## src/logic/arbiter_pkg.sv

```systemverilog
// Summary of operation
// - segment save off: use interrupt segment, stack pc+flags
// - segment save on: push code segment, load from interrupt
// - segment save on: return restores code segment
// - each channel has 3-bit level, 0 highest
// - top level overrides all, never interrupted
// - current level is 3 bits, 7 after reset
// - arbitrate all pending requests every instruction
// - acknowledge only if level below current level
// - same level cannot interrupt running routine; code enforces it in nested mode only, concurrent mode acks it once re-enabled
// - equal levels resolved by fixed chain order
// - software reads and writes current level anytime
// - mode bit: 0 concurrent, level unchanged there
// - ack: clear enable, push pc, seg, flags, vector
// - return: pop flags, seg, pc, enable, revert segment
// - requests stay pending until interrupts re-enabled
// - concurrent mode keeps no routine level record
// - without re-enable, serve pending one by one
// - nested: record level in stack bit, load, restore
package arbiter_pkg;
  localparam int          NUM_CHAN    = 8;
  localparam int          LEVEL_W     = 3;
  localparam int          SEG_W       = 8;
  localparam logic [2:0]  LEVEL_RESET       = 3'h7;
  localparam logic [7:0]  TOP_VECTOR        = 8'h04;
  localparam logic [7:0]  LEVEL_STACK_RESET = 8'h00;
  localparam logic        MODE_RESET        = 1'b0;
  localparam logic        ENABLE_RESET      = 1'b0;

  typedef struct packed {
    logic       int_enable;
    logic       mode;
    logic [2:0] cur_level;
  } ctrl_type;

  typedef struct packed {
    logic [7:0] chan;
    logic       top;
  } ack_type;

  typedef enum logic [3:0] {
    ST_IDLE     = 4'h0,
    ST_PUSH_PCL = 4'h1,
    ST_PUSH_PCH = 4'h2,
    ST_PUSH_SEG = 4'h3,
    ST_PUSH_FLG = 4'h4,
    ST_VEC      = 4'h5,
    ST_POP_FLG  = 4'h6,
    ST_POP_SEG  = 4'h7,
    ST_POP_PCH  = 4'h8,
    ST_POP_PCL  = 4'h9
  } seq_state_type;
endpackage : arbiter_pkg

```

## src/logic/priority_interrupt_arbiter.sv

```systemverilog
`timescale 1ns/1ps
module priority_interrupt_arbiter (
  input  wire  logic                                    clk,
  input  wire  logic                                    srst,
  input  wire  logic [arbiter_pkg::NUM_CHAN-1:0]        chan_req,
  input  wire  logic [arbiter_pkg::NUM_CHAN*3-1:0]      channel_priority_level,
  input  wire  logic [arbiter_pkg::NUM_CHAN*8-1:0]      vector_select_reg,
  input  wire  logic                                    top_req,
  input  wire  logic                                    top_level_mask,
  input  wire  logic                                    top_level_nonmask,
  input  wire  logic                                    segment_save_enable,
  input  wire  logic [arbiter_pkg::SEG_W-1:0]           interrupt_segment_reg,
  input  wire  logic                                    instr_boundary,
  input  wire  logic                                    enable_interrupts_instr,
  input  wire  logic                                    iret_instr,
  input  wire  logic                                    ctrl_wr,
  input  wire  arbiter_pkg::ctrl_type                   ctrl_wdata,
  input  wire  logic                                    code_seg_wr,
  input  wire  logic [arbiter_pkg::SEG_W-1:0]           code_seg_wdata,
  input  wire  logic [15:0]                             cur_pc,
  input  wire  logic [7:0]                              cur_flags,
  input  wire  logic                                    pop_valid,
  input  wire  logic [7:0]                              pop_data,
  input  wire  logic                                    vec_valid,
  input  wire  logic [15:0]                             vec_data,
  output logic                                          ack_valid,
  output arbiter_pkg::ack_type                          ack_info,
  output arbiter_pkg::ctrl_type                         central_int_control_reg,
  output logic [7:0]                                    nested_level_stack_reg,
  output logic [arbiter_pkg::SEG_W-1:0]                 code_segment_reg,
  output logic [arbiter_pkg::SEG_W-1:0]                 fetch_segment,
  output logic                                          push_valid,
  output logic [7:0]                                    push_data,
  output logic                                          pop_req,
  output logic                                          vec_req,
  output logic [7:0]                                    vec_addr,
  output logic                                          pc_load,
  output logic [15:0]                                   pc_value,
  output logic                                          flags_load,
  output logic [7:0]                                    flags_value,
  output logic                                          busy
);
  import arbiter_pkg::*;

  // ------------------------------------------------------------
  // arbitration
  // ------------------------------------------------------------
  // lowest level wins; strict compare keeps earlier chain slot on ties
  function automatic logic [3:0] pick_winner(input logic [NUM_CHAN-1:0] req,
                                             input logic [NUM_CHAN*3-1:0] lvl);
    logic [3:0] best;
    logic [2:0] best_lvl;
    best     = 4'h8;
    best_lvl = 3'h7;
    for (int i = 0; i < NUM_CHAN; i++) begin
      if (req[i] && (best[3] || lvl[i*3 +: 3] < best_lvl)) begin
        best     = 4'(i);
        best_lvl = lvl[i*3 +: 3];
      end
    end
    return best;
  endfunction : pick_winner

  function automatic logic [2:0] lowest_set(input logic [7:0] v);
    logic [2:0] idx;
    idx = LEVEL_RESET;
    for (int i = 7; i >= 0; i--) begin
      if (v[i]) begin
        idx = 3'(i);
      end
    end
    return idx;
  endfunction : lowest_set

  seq_state_type      state_reg,  state_next;
  logic [2:0]         level_reg,  level_next;
  logic               enable_reg, enable_next;
  logic               mode_reg;
  logic [7:0]         level_stack_reg, level_stack_next;
  logic [SEG_W-1:0]   code_seg_reg, code_seg_next;
  logic               use_int_seg_reg;
  logic               top_active_reg;
  logic [15:0]        pc_save_reg;
  logic [7:0]         flags_save_reg;
  logic [7:0]         vec_sel_reg;
  logic               ack_valid_reg;
  ack_type            ack_reg;
  logic               push_valid_reg;
  logic [7:0]         push_data_reg;
  logic               pop_req_reg;
  logic               vec_req_reg;
  logic [15:0]        pc_value_reg;
  logic               pc_load_reg;
  logic [7:0]         flags_value_reg;
  logic               flags_load_reg;
  logic [SEG_W-1:0]   fetch_seg_reg;

  wire logic [3:0] win_idx   = pick_winner(chan_req, channel_priority_level);
  wire logic       win_any   = ~win_idx[3];
  wire logic [2:0] win_level = channel_priority_level[win_idx[2:0]*3 +: 3];
  // level 7 can never pass the strict compare, so it stays for polling
  wire logic       chan_ok   = win_any && enable_reg && (win_level < level_reg);
  wire logic       top_ok    = top_req && (top_level_nonmask || (top_level_mask && enable_reg));
  wire logic       arb_phase = (state_reg == ST_IDLE) && instr_boundary && !top_active_reg;
  wire logic       grant     = arb_phase && (top_ok || chan_ok);
  wire logic       grant_top = top_ok;
  wire logic       do_iret   = (state_reg == ST_IDLE) && iret_instr && !instr_boundary;
  wire logic       last_pop  = (state_reg == ST_POP_PCL) && pop_valid;

  // ------------------------------------------------------------
  // sequencer
  // ------------------------------------------------------------
  always_comb begin
    state_next = state_reg;
    unique case (state_reg)
      ST_IDLE:     if (grant) begin
                     state_next = ST_PUSH_PCL;
                   end else if (do_iret) begin
                     state_next = ST_POP_FLG;
                   end
      ST_PUSH_PCL: state_next = ST_PUSH_PCH;
      ST_PUSH_PCH: state_next = segment_save_enable ? ST_PUSH_SEG : ST_PUSH_FLG;
      ST_PUSH_SEG: state_next = ST_PUSH_FLG;
      ST_PUSH_FLG: state_next = ST_VEC;
      ST_VEC:      if (vec_valid) begin
                     state_next = ST_IDLE;
                   end
      ST_POP_FLG:  if (pop_valid) begin
                     state_next = segment_save_enable ? ST_POP_SEG : ST_POP_PCH;
                   end
      ST_POP_SEG:  if (pop_valid) begin
                     state_next = ST_POP_PCH;
                   end
      ST_POP_PCH:  if (pop_valid) begin
                     state_next = ST_POP_PCL;
                   end
      ST_POP_PCL:  if (pop_valid) begin
                     state_next = ST_IDLE;
                   end
      default:     state_next = ST_IDLE;
    endcase
  end

  // ------------------------------------------------------------
  // control state
  // ------------------------------------------------------------
  always_comb begin
    enable_next      = enable_reg;
    level_next       = level_reg;
    level_stack_next = level_stack_reg;
    if (ctrl_wr) begin
      enable_next = ctrl_wdata.int_enable;
      level_next  = ctrl_wdata.cur_level;
    end
    if (enable_interrupts_instr) begin
      enable_next = 1'b1;
    end
    // hardware acts override a same-cycle software write
    if (grant) begin
      enable_next = 1'b0;
      if (mode_reg && !grant_top) begin
        level_stack_next[level_reg] = 1'b1;
        level_next                  = win_level;
      end
    end
    if (last_pop) begin
      enable_next = 1'b1;
      if (mode_reg && !top_active_reg && (level_stack_reg != 8'h00)) begin
        level_next                                    = lowest_set(level_stack_reg);
        level_stack_next[lowest_set(level_stack_reg)] = 1'b0;
      end
    end
  end

  always_comb begin
    code_seg_next = code_seg_reg;
    if (code_seg_wr) begin
      code_seg_next = code_seg_wdata;
    end
    if (state_reg == ST_PUSH_SEG) begin
      code_seg_next = interrupt_segment_reg;
    end
    if (state_reg == ST_POP_SEG && pop_valid) begin
      code_seg_next = pop_data[SEG_W-1:0];
    end
  end

  always_ff @(posedge clk) begin
    if (srst) begin
      state_reg      <= ST_IDLE;
      level_reg       <= LEVEL_RESET;
      enable_reg      <= ENABLE_RESET;
      mode_reg        <= MODE_RESET;
      level_stack_reg <= LEVEL_STACK_RESET;
      code_seg_reg    <= '0;
      use_int_seg_reg <= 1'b0;
      top_active_reg  <= 1'b0;
    end else begin
      state_reg       <= state_next;
      level_reg       <= level_next;
      enable_reg      <= enable_next;
      level_stack_reg <= level_stack_next;
      code_seg_reg    <= code_seg_next;
      if (ctrl_wr) begin
        mode_reg <= ctrl_wdata.mode;
      end
      if (grant && !segment_save_enable) begin
        use_int_seg_reg <= 1'b1;
      end else if (last_pop) begin
        use_int_seg_reg <= 1'b0;
      end
      if (grant && grant_top) begin
        top_active_reg <= 1'b1;
      end else if (last_pop) begin
        top_active_reg <= 1'b0;
      end
    end
  end

  // ------------------------------------------------------------
  // frame capture and output flops
  // ------------------------------------------------------------
  wire logic [7:0] win_vec = grant_top ? TOP_VECTOR : vector_select_reg[win_idx[2:0]*8 +: 8];
  wire logic [7:0] push_d  = (state_reg == ST_PUSH_PCL) ? pc_save_reg[7:0]  :
                             (state_reg == ST_PUSH_PCH) ? pc_save_reg[15:8] :
                             (state_reg == ST_PUSH_SEG) ? code_seg_reg[7:0] : flags_save_reg;
  wire logic       pushing = (state_reg == ST_PUSH_PCL) || (state_reg == ST_PUSH_PCH) ||
                             (state_reg == ST_PUSH_SEG) || (state_reg == ST_PUSH_FLG);
  wire logic       popping = (state_next == ST_POP_FLG) || (state_next == ST_POP_SEG) ||
                             (state_next == ST_POP_PCH) || (state_next == ST_POP_PCL);

  always_ff @(posedge clk) begin
    if (srst) begin
      pc_save_reg     <= '0;
      flags_save_reg  <= '0;
      vec_sel_reg     <= '0;
      ack_valid_reg   <= 1'b0;
      ack_reg         <= '0;
      push_valid_reg  <= 1'b0;
      push_data_reg   <= '0;
      pop_req_reg     <= 1'b0;
      vec_req_reg     <= 1'b0;
      pc_value_reg    <= '0;
      pc_load_reg     <= 1'b0;
      flags_value_reg <= '0;
      flags_load_reg  <= 1'b0;
      fetch_seg_reg   <= '0;
    end else begin
      ack_valid_reg  <= grant;
      push_valid_reg <= pushing;
      push_data_reg  <= push_d;
      pop_req_reg    <= popping;
      vec_req_reg    <= (state_next == ST_VEC);
      pc_load_reg    <= (state_reg == ST_VEC && vec_valid) || last_pop;
      flags_load_reg <= (state_reg == ST_POP_FLG) && pop_valid;
      fetch_seg_reg  <= (use_int_seg_reg && !last_pop) ? interrupt_segment_reg : code_seg_next;
      if (grant) begin
        pc_save_reg    <= cur_pc;
        flags_save_reg <= cur_flags;
        vec_sel_reg    <= win_vec;
        ack_reg.top    <= grant_top;
        ack_reg.chan   <= grant_top ? 8'h00 : (8'h01 << win_idx[2:0]);
      end
      if (state_reg == ST_VEC && vec_valid) begin
        pc_value_reg <= vec_data;
      end
      if (state_reg == ST_POP_FLG && pop_valid) begin
        flags_value_reg <= pop_data;
      end
      if (state_reg == ST_POP_PCH && pop_valid) begin
        pc_value_reg[15:8] <= pop_data;
      end
      if (last_pop) begin
        pc_value_reg[7:0] <= pop_data;
      end
    end
  end

  assign ack_valid               = ack_valid_reg;
  assign ack_info                = ack_reg;
  assign central_int_control_reg = '{int_enable: enable_reg, mode: mode_reg, cur_level: level_reg};
  assign nested_level_stack_reg  = level_stack_reg;
  assign code_segment_reg        = code_seg_reg;
  assign fetch_segment           = fetch_seg_reg;
  assign push_valid              = push_valid_reg;
  assign push_data               = push_data_reg;
  assign pop_req                 = pop_req_reg;
  assign vec_req                 = vec_req_reg;
  assign vec_addr                = vec_sel_reg;
  assign pc_load                 = pc_load_reg;
  assign pc_value                = pc_value_reg;
  assign flags_load              = flags_load_reg;
  assign flags_value             = flags_value_reg;
  assign busy                    = (state_reg != ST_IDLE);
endmodule : priority_interrupt_arbiter

```

## config.mk

```make
export PLATFORM = sky130hd
export DESIGN_NAME = priority_interrupt_arbiter
export DESIGN_NICKNAME = d
export VERILOG_FILES = /design/src/logic/arbiter_pkg.sv /design/src/logic/priority_interrupt_arbiter.sv
export SDC_FILE = /design/constraint.sdc
export NUM_CORES = 1
export LEC_CHECK = 0
export BUFFER_PORTS_ARGS = -buffer_cell sky130_fd_sc_hd__buf_2
export CAP_MARGIN = 20
export CORE_MARGIN = 2
export CORE_UTILIZATION = 53
export DETAILED_ROUTE_END_ITERATION = 6
export GPL_TIMING_DRIVEN = 0
export PLACE_DENSITY = 0.86
export SETUP_SLACK_MARGIN = 0.4
export SLEW_MARGIN = 20
export SYNTH_ARGS = -nofsm -noshare
export SYNTH_HDL_FRONTEND = slang
export SYNTH_SLANG_ARGS = --single-unit
```

## constraint.sdc

```tcl
create_clock -name clk -period 28.9 [get_ports clk]
set_clock_uncertainty 0.2 [all_clocks]
set_input_delay 5.78 -clock clk [delete_from_list [all_inputs] [get_ports clk]]
set_output_delay 5.78 -clock clk [all_outputs]
set_load 0.005 [all_outputs]
```

### Word level (Yosys, flattened, before mapping)

Index checks and enable logic that the tools add are counted.

* logic and storage cells: 182
* bits of input ports: 178
* output and inout bits: 85
* bits in registers: 114

* magnitude comparators: 12
* reduce and logical (&&, ||, !) cells: 58
* muxes and demuxes: 66
* multiply operators: 1
* bitwise gates (word level): 4
* shift-type cells: 3
* eq/ne operators: 14

Operators by type and width (count)
* 2-to-1 mux 8 bit: 15
* 2-to-1 mux 4 bit: 16
* indexed part select 64 x 7 -> 8 bit: 1
* 2-to-1 mux 3 bit: 21
* case mux 4 bit (10 select lines): 1
* logical AND 1 bit: 29
* equality test 4 x 3 -> 1 bit, second input constant: 7
* less-than comparator 3 bit: 8
* indexed part select 24 x 6 -> 3 bit: 1
* equality test 4 bit, second input constant: 4
* logical OR 1 bit: 16
* 2-to-1 mux 16 bit: 1
* 2-to-1 mux 1 bit: 10
* bitwise AND 8 bit: 1
* equality test 4 x 2 -> 1 bit, second input constant: 2
* less-than comparator 3 x 4 -> 1 bit, second input constant: 2
* inverter 8 bit: 1
* bitwise OR 8 bit: 1
* nonzero test 2 bit: 4
* nonzero test 4 bit: 2
* nonzero test 8 bit: 1
* left shift 1 x 3 -> 8 bit, first input constant: 1
* demux 1 bit (select 3 bit): 2
* >= comparator 3 x 1 -> 1 bit, second input constant: 2
* 5 further kinds: 9

### Longest topological paths before layout

Gate-level depths: netlist of the first run.

* depth after elaboration: 41
* gate-level depth with buffers: 66
* mapped depth without buffers: 64

### Worst setup path before layout of the first run

Ideal clock, no wire load.

* kind: input -> register
* start point: input chan_req[0] in the netlist's numbering
* end point: register level_stack_reg[5] (netlist: nested_level_stack_reg[5])
* required time: 28.605 ns
* library setup time: 0.095 ns
* buffers on the path: 1
* arrival: 16.229 ns
* stages: 60
* path slack: 12.376 ns
* cells stage by stage: nor2b_1 -> ha_1 -> nand2b_1 -> o221ai_2 -> nand2_1 -> o21ai_0 -> inv_1 -> ha_1 -> o22ai_1 -> nand2_1 -> nand2_1 -> nand2_1 -> o21ai_0 -> inv_1 -> ha_1 -> and2_1 -> nor2_1 -> a31oi_1 -> (+24 left out) -> a21oi_1 -> ha_1 -> a2111oi_0 -> and3_1 -> o211a_1 -> a311o_1 -> buf_4 -> nor3_4 -> mux2i_1 -> mux2i_1 -> o21a_1 -> ha_1 -> a2111oi_0 -> and3_1 -> o21ai_0 -> a31oi_4 -> nand3_1 -> a221oi_1

* word-level cells in the longest chain between the ends: 39
* elaborated cells between the ends (all ways): 48
* those cells by class: mul (1); order compare (8); shift (1); mux (18); bitwise (2); reduce/logical (18)

Ends and longest elaborated chain
* from (decl): line priority_interrupt_arbiter.sv:5 `input wire logic [arbiter_pkg::NUM_CHAN-1:0] chan_req,`
* 2-to-1 mux 3 bit: line priority_interrupt_arbiter.sv:56 `if (req[i] && (best[3] || lvl[i*3 +: 3] < best_lvl)) begin`
* less-than comparator 3 bit: line priority_interrupt_arbiter.sv:56
* logical OR 1 bit: line priority_interrupt_arbiter.sv:56
* logical AND 1 bit: line priority_interrupt_arbiter.sv:56
* 2-to-1 mux 3 bit: line priority_interrupt_arbiter.sv:56
* less-than comparator 3 bit: line priority_interrupt_arbiter.sv:56
* logical OR 1 bit: line priority_interrupt_arbiter.sv:56
* logical AND 1 bit: line priority_interrupt_arbiter.sv:56
* (+23 left out)
* less-than comparator 3 bit: line priority_interrupt_arbiter.sv:102 `wire logic chan_ok = win_any && enable_reg && (win_level < level_reg);`
* logical AND 1 bit *: line priority_interrupt_arbiter.sv:102
* logical OR 1 bit *: line priority_interrupt_arbiter.sv:105 `wire logic grant = arb_phase && (top_ok || chan_ok);`
* logical AND 1 bit *: line priority_interrupt_arbiter.sv:105
* 2-to-1 mux 8 bit *: line priority_interrupt_arbiter.sv:159 `if (grant) begin`
* bitwise AND 8 bit (no source line)
* 2-to-1 mux 8 bit: line priority_interrupt_arbiter.sv:168 `if (mode_reg && !top_active_reg && (level_stack_reg != 8'h00)) begin`
* 2-to-1 mux 8 bit *: line priority_interrupt_arbiter.sv:166 `if (last_pop) begin`
* to (signal assigned): line priority_interrupt_arbiter.sv:202 `level_stack_reg <= level_stack_next;`
* to (decl): line priority_interrupt_arbiter.sv:79 `logic [7:0] level_stack_reg, level_stack_next;`

Mark *: on every way between the ends. The rest lies on a longest branch, timed or not.
A chain may end at the register's enable or synchronous reset.

### Worst setup path in the final report of the first run

* start point: input chan_req[0] in the netlist's numbering
* end point: register vec_sel_reg[6] (netlist: vec_addr[6])

* word-level cells in the longest chain between the ends: 35
* elaborated cells between the ends (all ways): 46
* those cells by class: mul (1); order compare (8); shift (2); mux (16); bitwise (1); reduce/logical (18)

Ends and longest elaborated chain
* 2-to-1 mux 3 bit: line priority_interrupt_arbiter.sv:56
* less-than comparator 3 bit: line priority_interrupt_arbiter.sv:56
* logical OR 1 bit: line priority_interrupt_arbiter.sv:56
* logical AND 1 bit: line priority_interrupt_arbiter.sv:56
* 2-to-1 mux 3 bit: line priority_interrupt_arbiter.sv:56
* less-than comparator 3 bit: line priority_interrupt_arbiter.sv:56
* logical OR 1 bit: line priority_interrupt_arbiter.sv:56
* logical AND 1 bit: line priority_interrupt_arbiter.sv:56
* (+19 left out)
* logical AND 1 bit: line priority_interrupt_arbiter.sv:56
* 2-to-1 mux 4 bit *: line priority_interrupt_arbiter.sv:56
* multiplier 3 x 2 -> 5 bit: line priority_interrupt_arbiter.sv:100 `wire logic [2:0] win_level = channel_priority_level[win_idx[2:0]*3 +: 3];`
* indexed part select 24 x 6 -> 3 bit: line priority_interrupt_arbiter.sv:100
* less-than comparator 3 bit: line priority_interrupt_arbiter.sv:102
* logical AND 1 bit: line priority_interrupt_arbiter.sv:102
* logical OR 1 bit: line priority_interrupt_arbiter.sv:105
* logical AND 1 bit: line priority_interrupt_arbiter.sv:105
* to (signal assigned): line priority_interrupt_arbiter.sv:260 `vec_sel_reg <= win_vec;`
* to (decl): line priority_interrupt_arbiter.sv:85 `logic [7:0] vec_sel_reg;`

Marked as above.

==> results of run 1 <==
[cells in the mapped netlist (all sizes together), types with 4 or more instances]
master	number
o22a	8
a32oi	5
nand2	111
nand3b	5
ha	11
o21a	10
nor2	102
a211oi	34
and3	6
o221ai	10
nor3	20
and2	6
o211ai	10
a21oi	62
nand2b	14
buf	18
dfxtp	114
nor3b	4
clkbuf	28
o22ai	17
mux2i	48
or3	4
inv	19
a31oi	6
nand3	16
mux2	19
o211a	8
nor4	5
o21ai	46
nor2b	7
[path summary, 6_finish.rpt]
kind / from / slack [ns] / endpoint / cells after the start
worst max-delay path: chan_req[0] / 10.59 / vec_addr[6]$_SDFFE_PP0N_ / 59
worst min-delay path: flags_save_reg[4]$_SDFFE_PP0N_ / 0.25 / flags_save_reg[4]$_SDFFE_PP0N_ / 2
worst max register to register: state_reg[3]$_SDFF_PP0_ / 25.61 / vec_addr[6]$_SDFFE_PP0N_ / 9
worst min register to register: flags_save_reg[4]$_SDFFE_PP0N_ / 0.25 / flags_save_reg[4]$_SDFFE_PP0N_ / 2
[cell type report]
cell class / count / share of cell area [%]
multi-input combinational: 648 / 47.1
sequential: 114 / 26.2
timing repair buffer: 258 / 14.8
clock buffer: 18 / 5.04
buffer: 46 / 2.44
tap: 168 / 2.41
clock inverter: 14 / 1.21
inverter: 19 / 0.818
[per-stage QoR]
step	power (W)	worst slack (ns)	util [%]	cell area, sq um	cells
floorplan	0.000392	12.38	-	6670	827
global placement	0.000476	10.60	67.2	8170	1253
detailed placement	0.000482	10.41	67.2	8170	1253
CTS	0.000676	10.77	71.6	8710	1285
global route	0.000719	9.50	71.7	8720	1285
finish	0.000684	10.59	71.7	8720	1285
[power by group through the flow]
stage | Clock, W | Sequential [W] | Combinational, W
2_1_floorplan | 0 | 0.000199 | 0.000193
3_5_place_dp | 0 | 0.000199 | 0.000283
6_report | 0.000194 | 0.000198 | 0.000293
3_3_place_gp | 0 | 0.000199 | 0.000277
4_1_cts | 0.000194 | 0.000197 | 0.000286
5_1_grt | 0.000201 | 0.000200 | 0.000318
[placed cells by master (no fill, tap or decap), drive strengths merged, types with 7 or more instances in the layout]
master,instances
buf,276
dfxtp,114
nand2,111
nor2,102
a21oi,62
mux2i,48
o21ai,46
clkbuf,46
a211oi,34
inv,23
nor3,20
mux2,19
o22ai,17
nand3,16
nand2b,14
ha,11
o211ai,10
o21a,10
o221ai,10
o211a,8
o22a,8
nor2b,7
[critical path, delay by kind of cell]
kind                       cells  cell delay, ns
and+or+nand+nor               19            3.03
adders and majority gates      8            2.42
AOI/OAI and AO/OA             25            5.92
muxes                          1            0.21
buffers and inverters          6            1.02
[cells by family after synthesis]
group,after synthesis
simple gates,312
compound gates,255
flops,114
mux,67
buf+inv,65
fa+ha+maj,13
xor+xnor,1
[layer usage]
metal | share of wire (%) | track usage [%] | wire [um]
met1 | 41 | 45.1 | 9650
met2 | 47 | 54.8 | 11000
met3 | 9.3 | 7.89 | 2170
met4 | 2.5 | 12.1 | 580
met5 | 0 | 0 | 0
==> reports/results.tsv, run 1 <==
stage	metric	value	unit
outcome	status	finished clean	
yosys	yosysUniqueCellTypes	78	
routing	wl_per_cell	18.2	um
timing	layout_min_cycle_time	18.31	ns
worst_setup_path	slowest_delay	0.76	ns
yosys	syn_avg_cell_area	8.06	sq um
timing	rsz0062_at_grt	false	
yosys	synth_top_family_by_area	compound AO/OA/AOI/OAI gates	
floorplanning	die_y	116	um
clock_tree	clkLatencyLatePin	0.40	ns
worst_setup_path	slowest_stage	a2111oi_0	
clock_tree	cts_max_level	4	
cells_and_area	layout.nets	1293	
worst_setup_path	crit_path_end_kind	flip-flop	
clock_tree	numCtsBuffers	17	
timing	timing.slew.headroom	43.9	%
worst_setup_path	worstSetupStartpointType	primary input	
floorplanning	core	0.0122	sq mm
worst_setup_path	cp.required	29.00	ns
timing	worst_pin_slew	0.820	ns
floorplanning	io_pins	263	
yosys	ys_warn_count	0	
global_route	grt_pass1_vias	7046	
routing	vias	7769	
routing	ant_nets	0	
timing	fmax	54.6	MHz
power_and_ir_drop	pwr-share-seq	28.9	%
global_route	grt_start_max_net_pins	17	
clock_tree	clk_pin_slew	0.06	ns
clock_tree	cts_post_setup_buffers_inserted	0	
global_route	grt-ovfl-total	0	
worst_setup_path	path_max_fanout	10	
routing	drt-vias-per-instance	6.05	
routing	route.detailed.drc	0	
yosys	ys.flop_type	dfxtp_1	
cells_and_area	seqCellArea	0.00228	sq mm
clock_tree	cts_sinks	114	
routing	initialDrtViolationCount	1004	
cells_and_area	area_growth	30.8	%
worst_setup_path	critPathArrivalTime	18.41	ns
yosys	synth_seq_cells	114	
timing	setup_violations	0	
worst_setup_path	path_class	in2reg	
power_and_ir_drop	p_leak	4.06	nW
yosys	synth.area.top_cells	dfxtp_1 (34%), mux2i_1 (7.2%), nand2_1 (6.2%)	
yosys	synth-compound-area-share	26.9	%
cells_and_area	drive_gt1_share	30.3	%
global_route	track_usage	34.0	%
routing	routed_wl	23400	um
power_and_ir_drop	power.internal	0.000410	W
job	maxCapViolCount	0	
worst_hold_path	hp-class	reg2reg	
yosys	synthAdderAreaFrac	2.38	%
floorplanning	die_x	116	um
global_route	grt_pass1_wl	35900	um
cells_and_area	fillCellCount	984	
yosys	synthMuxAreaShare	10.4	%
clock_tree	root_buffer	clkbuf_16	
timing	fin_setup_tns	0	ns
timing	hold_ws	0.249	ns
yosys	synth_top_area_share	34.2	%
yosys	synth-simple-area-share	21.7	%
yosys	netlist_area	0.00667	sq mm
place	port-buffer-count	258	
yosys	synth_seq_area_share	34.2	%
power_and_ir_drop	p_switching	0.000274	W
yosys	synth_edf_count	0	
clock_tree	postCtsHoldBufs	0	
clock_tree	clk_path_buf_depth	2	
power_and_ir_drop	powerDensity	78.4	mW/mm^2
power_and_ir_drop	p_clk_share	28.3	%
power_and_ir_drop	power_frac_comb	42.8	%
clock_tree	post_cts_resized	0	
yosys	yosys.area.top_type	dfxtp_1	
power_and_ir_drop	vdd_ir_drop_max	0.0552	mV
yosys	synth_nets	1016	
cells_and_area	num_antenna_cells	0	
cells_and_area	multiInputGateArea	0.00411	sq mm
clock_tree	cts_tree	built	
place	dp_hpwl	17700	um
yosys	synth-async-reset-ratio	0	%
floorplanning	initial_core_util	54.8	%
yosys	postSynthCellCount	827	
timing	fin_crit_sh	63.4	%
floorplanning	rows	40	
power_and_ir_drop	sw_frac_of_total	40.1	%
floorplanning	die-area	0.0135	sq mm
yosys	synthXorXnorAreaFrac	0.131	%
place	gp_routability_congestion	0.992	
timing	final_hold_viol_count	0	
global_route	antenna_found_initial	0	
routing	drtPass1Iterations	6	
timing	slew_violations	0	
(Power assumes the default switching activity.)
==> inputs of run 2 (changes only) <==
ABC_AREA = 1   (was default)
CORE_UTILIZATION = 45   (was 53)
PLACE_DENSITY = 0.78   (was 0.86)
clock period = 16.3 ns   (was 28.9 ns; I/O delays follow)
==> run 2 against run 1 <==
  * Sequential power is 79% higher
  * Power rose by 67%
  * Via count increased by 1.7%
  * Critical path depth up 16
  * Synthesized cell count is 26% higher
  * Sequential share of layout area decreased by 0.30 points
  * Register-to-register slack got worse by 12 ns
  * Count of clock-buffer cells in the layout rose by 3
  * Hold slack gained 0.011 ns
  * Core utilization shrank 11 points
==> reports/results.tsv, run 2 <==
stage	metric	value	unit	change
outcome	status	finished clean		
cells_and_area	area_growth	31.1	%	
cells_and_area	fillCellCount	1416		+44%
global_route	grt_pass1_wl	35300	um	-1.7%
clock_tree	post_cts_resized	0		unchanged
place	port-buffer-count	262		+1.6%
cells_and_area	layout_common_cells	buf_2 (269), nand2_1 (223), nor2_1 (147)		
timing	rsz0062_at_grt	false		
worst_setup_path	path_max_fanout	10		unchanged
clock_tree	clkLatencyLatePin	0.41	ns	about the same
timing	worst_pin_slew	0.702	ns	-0.118 ns
routing	wl_per_cell	14.8	um	-19%
routing	drtPass1Iterations	5		-1
clock_tree	clk_path_buf_depth	2		unchanged
clock_tree	clk_pin_slew	0.05	ns	about the same
place	place_worst_setup_slack	3.67	ns	-6.74 ns
place	dp_hpwl	18000	um	+1.7%
timing	fin_crit_sh	75.0	%	
yosys	synth_edf_count	0		unchanged
routing	drt-vias-per-instance	5.22		-14%
worst_setup_path	cpLargestDelayFamily	simple AND/OR/NAND/NOR gates		
yosys	yosys-top-cells-count	nand2_1 (223), nor2_1 (147), inv_1 (125), dfxtp_1 (114), o21ai_0 (72)		
floorplanning	core	0.0146	sq mm	+20%
worst_setup_path	cp.required	16.45	ns	-12.55 ns
cells_and_area	final_common_cell	buf_2		
worst_setup_path	r2r_cells	10		+1
worst_setup_path	crit_path_end_kind	flip-flop		
power_and_ir_drop	p_leak	4.64	nW	+14%
cells_and_area	layout.nets	1509		+17%
cells_and_area	num_antenna_cells	0		unchanged
job	maxCapViolCount	0		unchanged
floorplanning	die_y	126	um	+8.7%
worst_setup_path	cpMostUsedCell	nand2_1		
routing	routed_wl	22400	um	-4.6%
yosys	yosys.area.top_type	dfxtp_1		
timing	slew_violations	0		unchanged
floorplanning	io_pins	263		unchanged
timing	timing.slew.headroom	53.0	%	+9.1 points
cells_and_area	fin_area	0.00882	sq mm	+1.2%
yosys	syn_avg_cell_area	6.47	sq um	-20%
worst_setup_path	worstSetupStartpointType	primary input		
worst_setup_path	path_buf_inv	13		+7
clock_tree	postCtsHoldBufs	0		unchanged
floorplanning	die_x	126	um	+8.7%
timing	fin_setup_tns	0	ns	unchanged
timing	final_hold_viol_count	0		unchanged
floorplanning	die-area	0.0159	sq mm	+18%
yosys	netlist_area	0.00673	sq mm	+0.88%
global_route	grt_pass1_vias	7362		+4.5%
yosys	postSynthCellCount	1039		+26%
place	placed_cell_area	0.00827	sq mm	+1.2%
global_route	antenna_found_initial	0		unchanged
worst_setup_path	path_class	in2reg		
timing	setup_ws	4.07	ns	-6.52 ns
routing	route.detailed.drc	0		unchanged
yosys	yosysUniqueCellTypes	40		-49%
worst_hold_path	hold_path_depth	2		unchanged
global_route	grt-ovfl-total	0		unchanged
routing	vias	7902		+1.7%
clock_tree	cts_tree	built		
global_route	track_usage	27.6	%	-6.4 points
worst_hold_path	hp-class	reg2reg		
power_and_ir_drop	powerDensity	130	mW/mm^2	+65%
yosys	synth_seq_cells	114		unchanged
worst_setup_path	slowest_delay	0.41	ns	-0.35 ns
global_route	grt_start_max_net_pins	17		unchanged
timing	hold_ws	0.259	ns	+0.0106 ns
worst_setup_path	critPathArrivalTime	12.38	ns	-6.03 ns
yosys	synth_nets	1228		+21%
timing	fmax	81.8	MHz	
place	gp_routability_congestion	0.948		-4.4%
clock_tree	cts_max_level	4		unchanged
clock_tree	root_buffer	clkbuf_16		
timing	setup_violations	0		unchanged
cells_and_area	finish.utilization	60.5	%	-11 points
yosys	synth.most_common_cell	nand2_1		
routing	initialDrtViolationCount	569		-43%
yosys	synth_top_area_share	33.9	%	-0.30 points
clock_tree	cts_post_setup_buffers_inserted	0		unchanged
clock_tree	numCtsBuffers	17		unchanged
timing	layout_min_cycle_time	12.23	ns	
yosys	synth_seq_area_share	33.9	%	-0.30 points
yosys	synth.area.top_cells	dfxtp_1 (34%), nand2_1 (12%), nor2_1 (8.2%)		
worst_setup_path	crit_cells	75		+27%
yosys	synth-async-reset-ratio	0	%	unchanged
yosys	ys_warn_count	0		unchanged
power_and_ir_drop	vdd_ir_drop_max	0.0895	mV	+62%
floorplanning	rows	44		+10%
routing	ant_nets	0		unchanged
yosys	ys.flop_type	dfxtp_1		
floorplanning	initial_core_util	46.1	%	-8.7 points
worst_setup_path	slowest_stage	nor2_1		
clock_tree	cts_sinks	114		unchanged
cells_and_area	drive_gt1_share	26.7	%	-3.5 points
## run 2: changes by cell type in the layout (fill, tap and decap cells not counted), sizes merged, moves of 19 or more
| cell | delta |
|---|---|
| mux2i | -48 |
| inv | +104 |
| mux2 | -19 |
| a211oi | -28 |
| o21ai | +27 |
| nand3 | +65 |
| nor2 | +45 |
| nand2 | +130 |
## run 2: per-stage QoR
stage / std cells / power (W)
global placement: 1485 / 0.000789
CTS: 1515 / 0.00115
detailed placement: 1485 / 0.000797
floorplan: 1039 / 0.000652
global route: 1515 / 0.00122
finish: 1515 / 0.00114
## run 2: power breakdown
part / internal, W / switching (W)
clock network: 0.000219 / 0.000128
registers: 0.000331 / 0.0000232
logic: 0.000166 / 0.000277
## run 2: worst paths after layout
kind | start | endpoint | slack [ns]
max | chan_req[0] | ack_info[3]$_SDFFE_PP0N_ | 4.07
min | flags_value[0]$_SDFFE_PP0P_ | flags_value[0]$_SDFFE_PP0P_ | 0.26
max reg2reg | state_reg[3]$_SDFF_PP0_ | fetch_segment[1]$_SDFF_PP0_ | 13.64
min reg2reg | flags_value[0]$_SDFFE_PP0P_ | flags_value[0]$_SDFFE_PP0P_ | 0.26
## run 2: worst reg2reg max path, cell delays in order, from the launching register on
cell	delay, ns
dfxtp_1	0.32
nor2_1	0.20
inv_1	0.11
nor2_1	0.55
inv_1	0.28
clkbuf_1	0.28
a31oi_1	0.17
o21ai_0	0.09
a21oi_1	0.20
o22ai_1	0.11
inv_1	0.09
## run 2: final cells by class
class / instances / area [sq um] / share of cell area, %
multi-input combinational: 749 / 3730 / 42.3
sequential: 114 / 2280 / 25.9
timing repair buffer: 262 / 1310 / 14.9
inverter: 133 / 499 / 5.66
clock buffer: 21 / 470 / 5.33
tap: 184 / 230 / 2.61
buffer: 43 / 211 / 2.40
clock inverter: 9 / 82.6 / 0.936
## run 2: per-layer routing
| layer | GRT usage [%] | vias to the layer above | routed length (um) |
|---|---|---|---|
| li1 | - | 3986 | - |
| met1 | 32.1 | 3494 | 9100 |
| met2 | 48.8 | 371 | 10800 |
| met3 | 6.24 | 51 | 1750 |
| met4 | 11.6 | 0 | 723 |
| met5 | 0 | - | 0 |
## run 2: cell families after synthesis
logic type      count (synthesis)  synth area share, %
simple gates                  542                 36.2
compound gates                196                 17.2
flops                         114                 33.9
fa+ha+maj                      11                 2.05
buf+inv                       176                 10.6
==> inputs of run 3 (changes only) <==
clock period = 10.31 ns   (was 16.3 ns; I/O delays follow)
==> run 3 against run 2 <==
  * Highest routed layer unchanged
  * Sequential share of layout area is 2.0 points lower
  * Register-to-register slack lost 6.0 ns
  * Global-route usage up 0.23 points
  * First-iteration DRC count increased by 24%
  * Cell count is 2.5% higher
  * Critical path type unchanged
  * Critical endpoint is now pc_save_reg[7]$_SDFFE_PP0N_
  * Die area is the same
  * Count of clock-buffer cells in the layout unchanged
  * Sequential cell count stayed put
==> reports/results.tsv, run 3 (synthesis results as in run 2) <==
stage	metric	value	unit	change
outcome	status	finished clean		
job	maxCapViolCount	0		unchanged
worst_setup_path	crit_path_end_kind	flip-flop		
floorplanning	die-area	0.0159	sq mm	unchanged
cells_and_area	area_growth	42.2	%	
clock_tree	cts_sinks	114		unchanged
routing	routed_wl	24000	um	+7.5%
power_and_ir_drop	vdd_ir_drop_max	0.143	mV	+59%
timing	final_hold_viol_count	0		unchanged
clock_tree	numCtsBuffers	17		unchanged
timing	rsz0062_at_grt	true		
cells_and_area	final_common_cell	buf_2		
power_and_ir_drop	p_clk_share	28.0	%	-2.3 points
cells_and_area	fillCellCount	1323		-6.6%
floorplanning	die_y	126	um	unchanged
clock_tree	clk_pin_slew	0.05	ns	about the same
power_and_ir_drop	pwr-share-seq	28.5	%	-2.5 points
global_route	grtUsageMet2	49.5	%	+0.63 points
power_and_ir_drop	powerDensity	205	mW/mm^2	+58%
cells_and_area	num_antenna_cells	0		unchanged
routing	drtPass1Iterations	5		unchanged
routing	wl_per_cell	15.5	um	+4.8%
clock_tree	cts_tree	built		
cells_and_area	layout.nets	1547		+2.5%
timing	hold_ws	0.257	ns	-0.00166 ns
worst_hold_path	hp-class	reg2reg		
cells_and_area	fin_area	0.00957	sq mm	+8.5%
global_route	grt_use_met3	6.12	%	-0.13 points
timing	worst_pin_slew	0.714	ns	+0.0117 ns
routing	initialDrtViolationCount	704		+24%
place	gp_routability_congestion	0.948		unchanged
floorplanning	die_x	126	um	unchanged
global_route	track_usage	27.8	%	+0.23 points
power_and_ir_drop	power.internal	0.00123	W	+71%
power_and_ir_drop	sw_frac_of_total	37.6	%	+0.25 points
global_route	grt.busiest_layer	met2		
power_and_ir_drop	p_switching	0.000740	W	+73%
global_route	antenna_found_initial	0		unchanged
power_and_ir_drop	power	0.00197	W	+72%
clock_tree	postCtsHoldBufs	0		unchanged
place	placed_cell_area	0.00827	sq mm	unchanged
worst_setup_path	slowest_stage	ha_1		
timing	setup_violations	0		unchanged
worst_setup_path	cp.required	10.46	ns	-5.99 ns
global_route	grt_pass1_vias	7465		+1.4%
clock_tree	clkLatencyLatePin	0.41	ns	about the same
worst_setup_path	worstSetupStartpointType	primary input		
worst_setup_path	slowest_delay	0.31	ns	-0.10 ns
worst_setup_path	critPathArrivalTime	9.89	ns	-2.49 ns
timing	timing.slew.headroom	52.3	%	-0.78 points
worst_setup_path	path_max_fanout	10		unchanged
routing	vias	8305		+5.1%
clock_tree	root_buffer	clkbuf_16		
routing	ant_nets	0		unchanged
timing	setup_ws	0.570	ns	-3.50 ns
worst_setup_path	rrSetupSlack	7.64	ns	-6.00 ns
cells_and_area	layout_common_cells	buf_2 (265), nand2_1 (208), nor2_1 (141)		
timing	fin_crit_sh	94.5	%	
timing	slew_violations	0		unchanged
global_route	grt_pass1_wl	35600	um	+0.88%
clock_tree	clk_path_buf_depth	2		unchanged
floorplanning	io_pins	263		unchanged
routing	drt-vias-per-instance	5.35		+2.5%
global_route	grt.met1_usage	32.1	%	+0.079 points
floorplanning	initial_core_util	46.1	%	unchanged
timing	layout_min_cycle_time	9.74	ns	
floorplanning	rows	44		unchanged
routing	route.detailed.drc	0		unchanged
power_and_ir_drop	p_leak	5.00	nW	+7.6%
timing	fmax	103	MHz	
place	place_worst_setup_slack	-1.12	ns	-4.79 ns
cells_and_area	drive_gt1_share	32.9	%	+6.2 points
floorplanning	core	0.0146	sq mm	unchanged
power_and_ir_drop	power_frac_comb	43.5	%	+4.8 points
cells_and_area	finish.utilization	65.6	%	+5.1 points
clock_tree	cts_max_level	4		unchanged
global_route	grt-ovfl-total	0		unchanged
place	dp_hpwl	18000	um	unchanged
worst_setup_path	path_class	in2reg		
global_route	grt_start_max_net_pins	17		unchanged
place	port-buffer-count	262		unchanged
## run 3: path summary, 6_finish.rpt
| path | from | end | depth (start not counted) |
|---|---|---|---|
| worst max register to register | state_reg[3]$_SDFF_PP0_ | fetch_segment[1]$_SDFF_PP0_ | 10 |
| worst min-delay path | vec_addr[2]$_SDFFE_PP0N_ | vec_addr[2]$_SDFFE_PP0N_ | 2 |
| worst max-delay path | chan_req[0] | pc_save_reg[7]$_SDFFE_PP0N_ | 77 |
| worst min register to register | vec_addr[2]$_SDFFE_PP0N_ | vec_addr[2]$_SDFFE_PP0N_ | 2 |
## run 3: cell type report
cell class	count	area, sq um	share of cell area (%)
buffer	43	264	2.76
clock buffer	21	470	4.92
clock inverter	9	82.6	0.863
inverter	133	504	5.27
multi-input combinational	749	4060	42.4
sequential	114	2280	23.9
tap	184	230	2.41
timing repair buffer	300	1680	17.5
## run 3: metrics by stage
| step | instances | setup TNS [ns] |
|---|---|---|
| final | 1553 | 0 |
| after detailed placement | 1485 | -55.91 |
| after CTS | 1521 | 0 |
| after global placement | 1485 | -46.11 |
| after global routing | 1553 | 0 |
| after floorplan | 1039 | 0 |
## run 3: timing repair
action,in CTS,in global routing
cloned,0,2
hold endpoints to repair,0,0
endpoints found under the setup margin,56,56
gates resized for setup,32,84
setup buffers,6,30
pin swaps,2,55
## run 3: power groups by stage
stage	registers (W)	clock network (W)	logic (W)
after global placement	0.000566	0	0.000683
after global routing	0.000570	0.000577	0.000946
after floorplan	0.000568	0	0.000462
after CTS	0.000560	0.000559	0.000724
final	0.000561	0.000550	0.000855
after detailed placement	0.000569	0	0.000691
## run 3: worst max-delay path: cells and delay by family
kind / cells / cell delay, ns
simple gates: 44 / 3.48
fa+ha+maj: 8 / 2.08
compound gates: 11 / 1.19
buf+inv: 14 / 1.06
## run 3: metal layers
| metal | share of wire [%] | vias to the layer above |
|---|---|---|
| met1 | 39 | 3704 |
| met5 | 0 | - |
| met2 | 49 | 444 |
| met3 | 8.0 | 83 |
| met4 | 4.5 | 0 |
| li1 | - | 4074 |
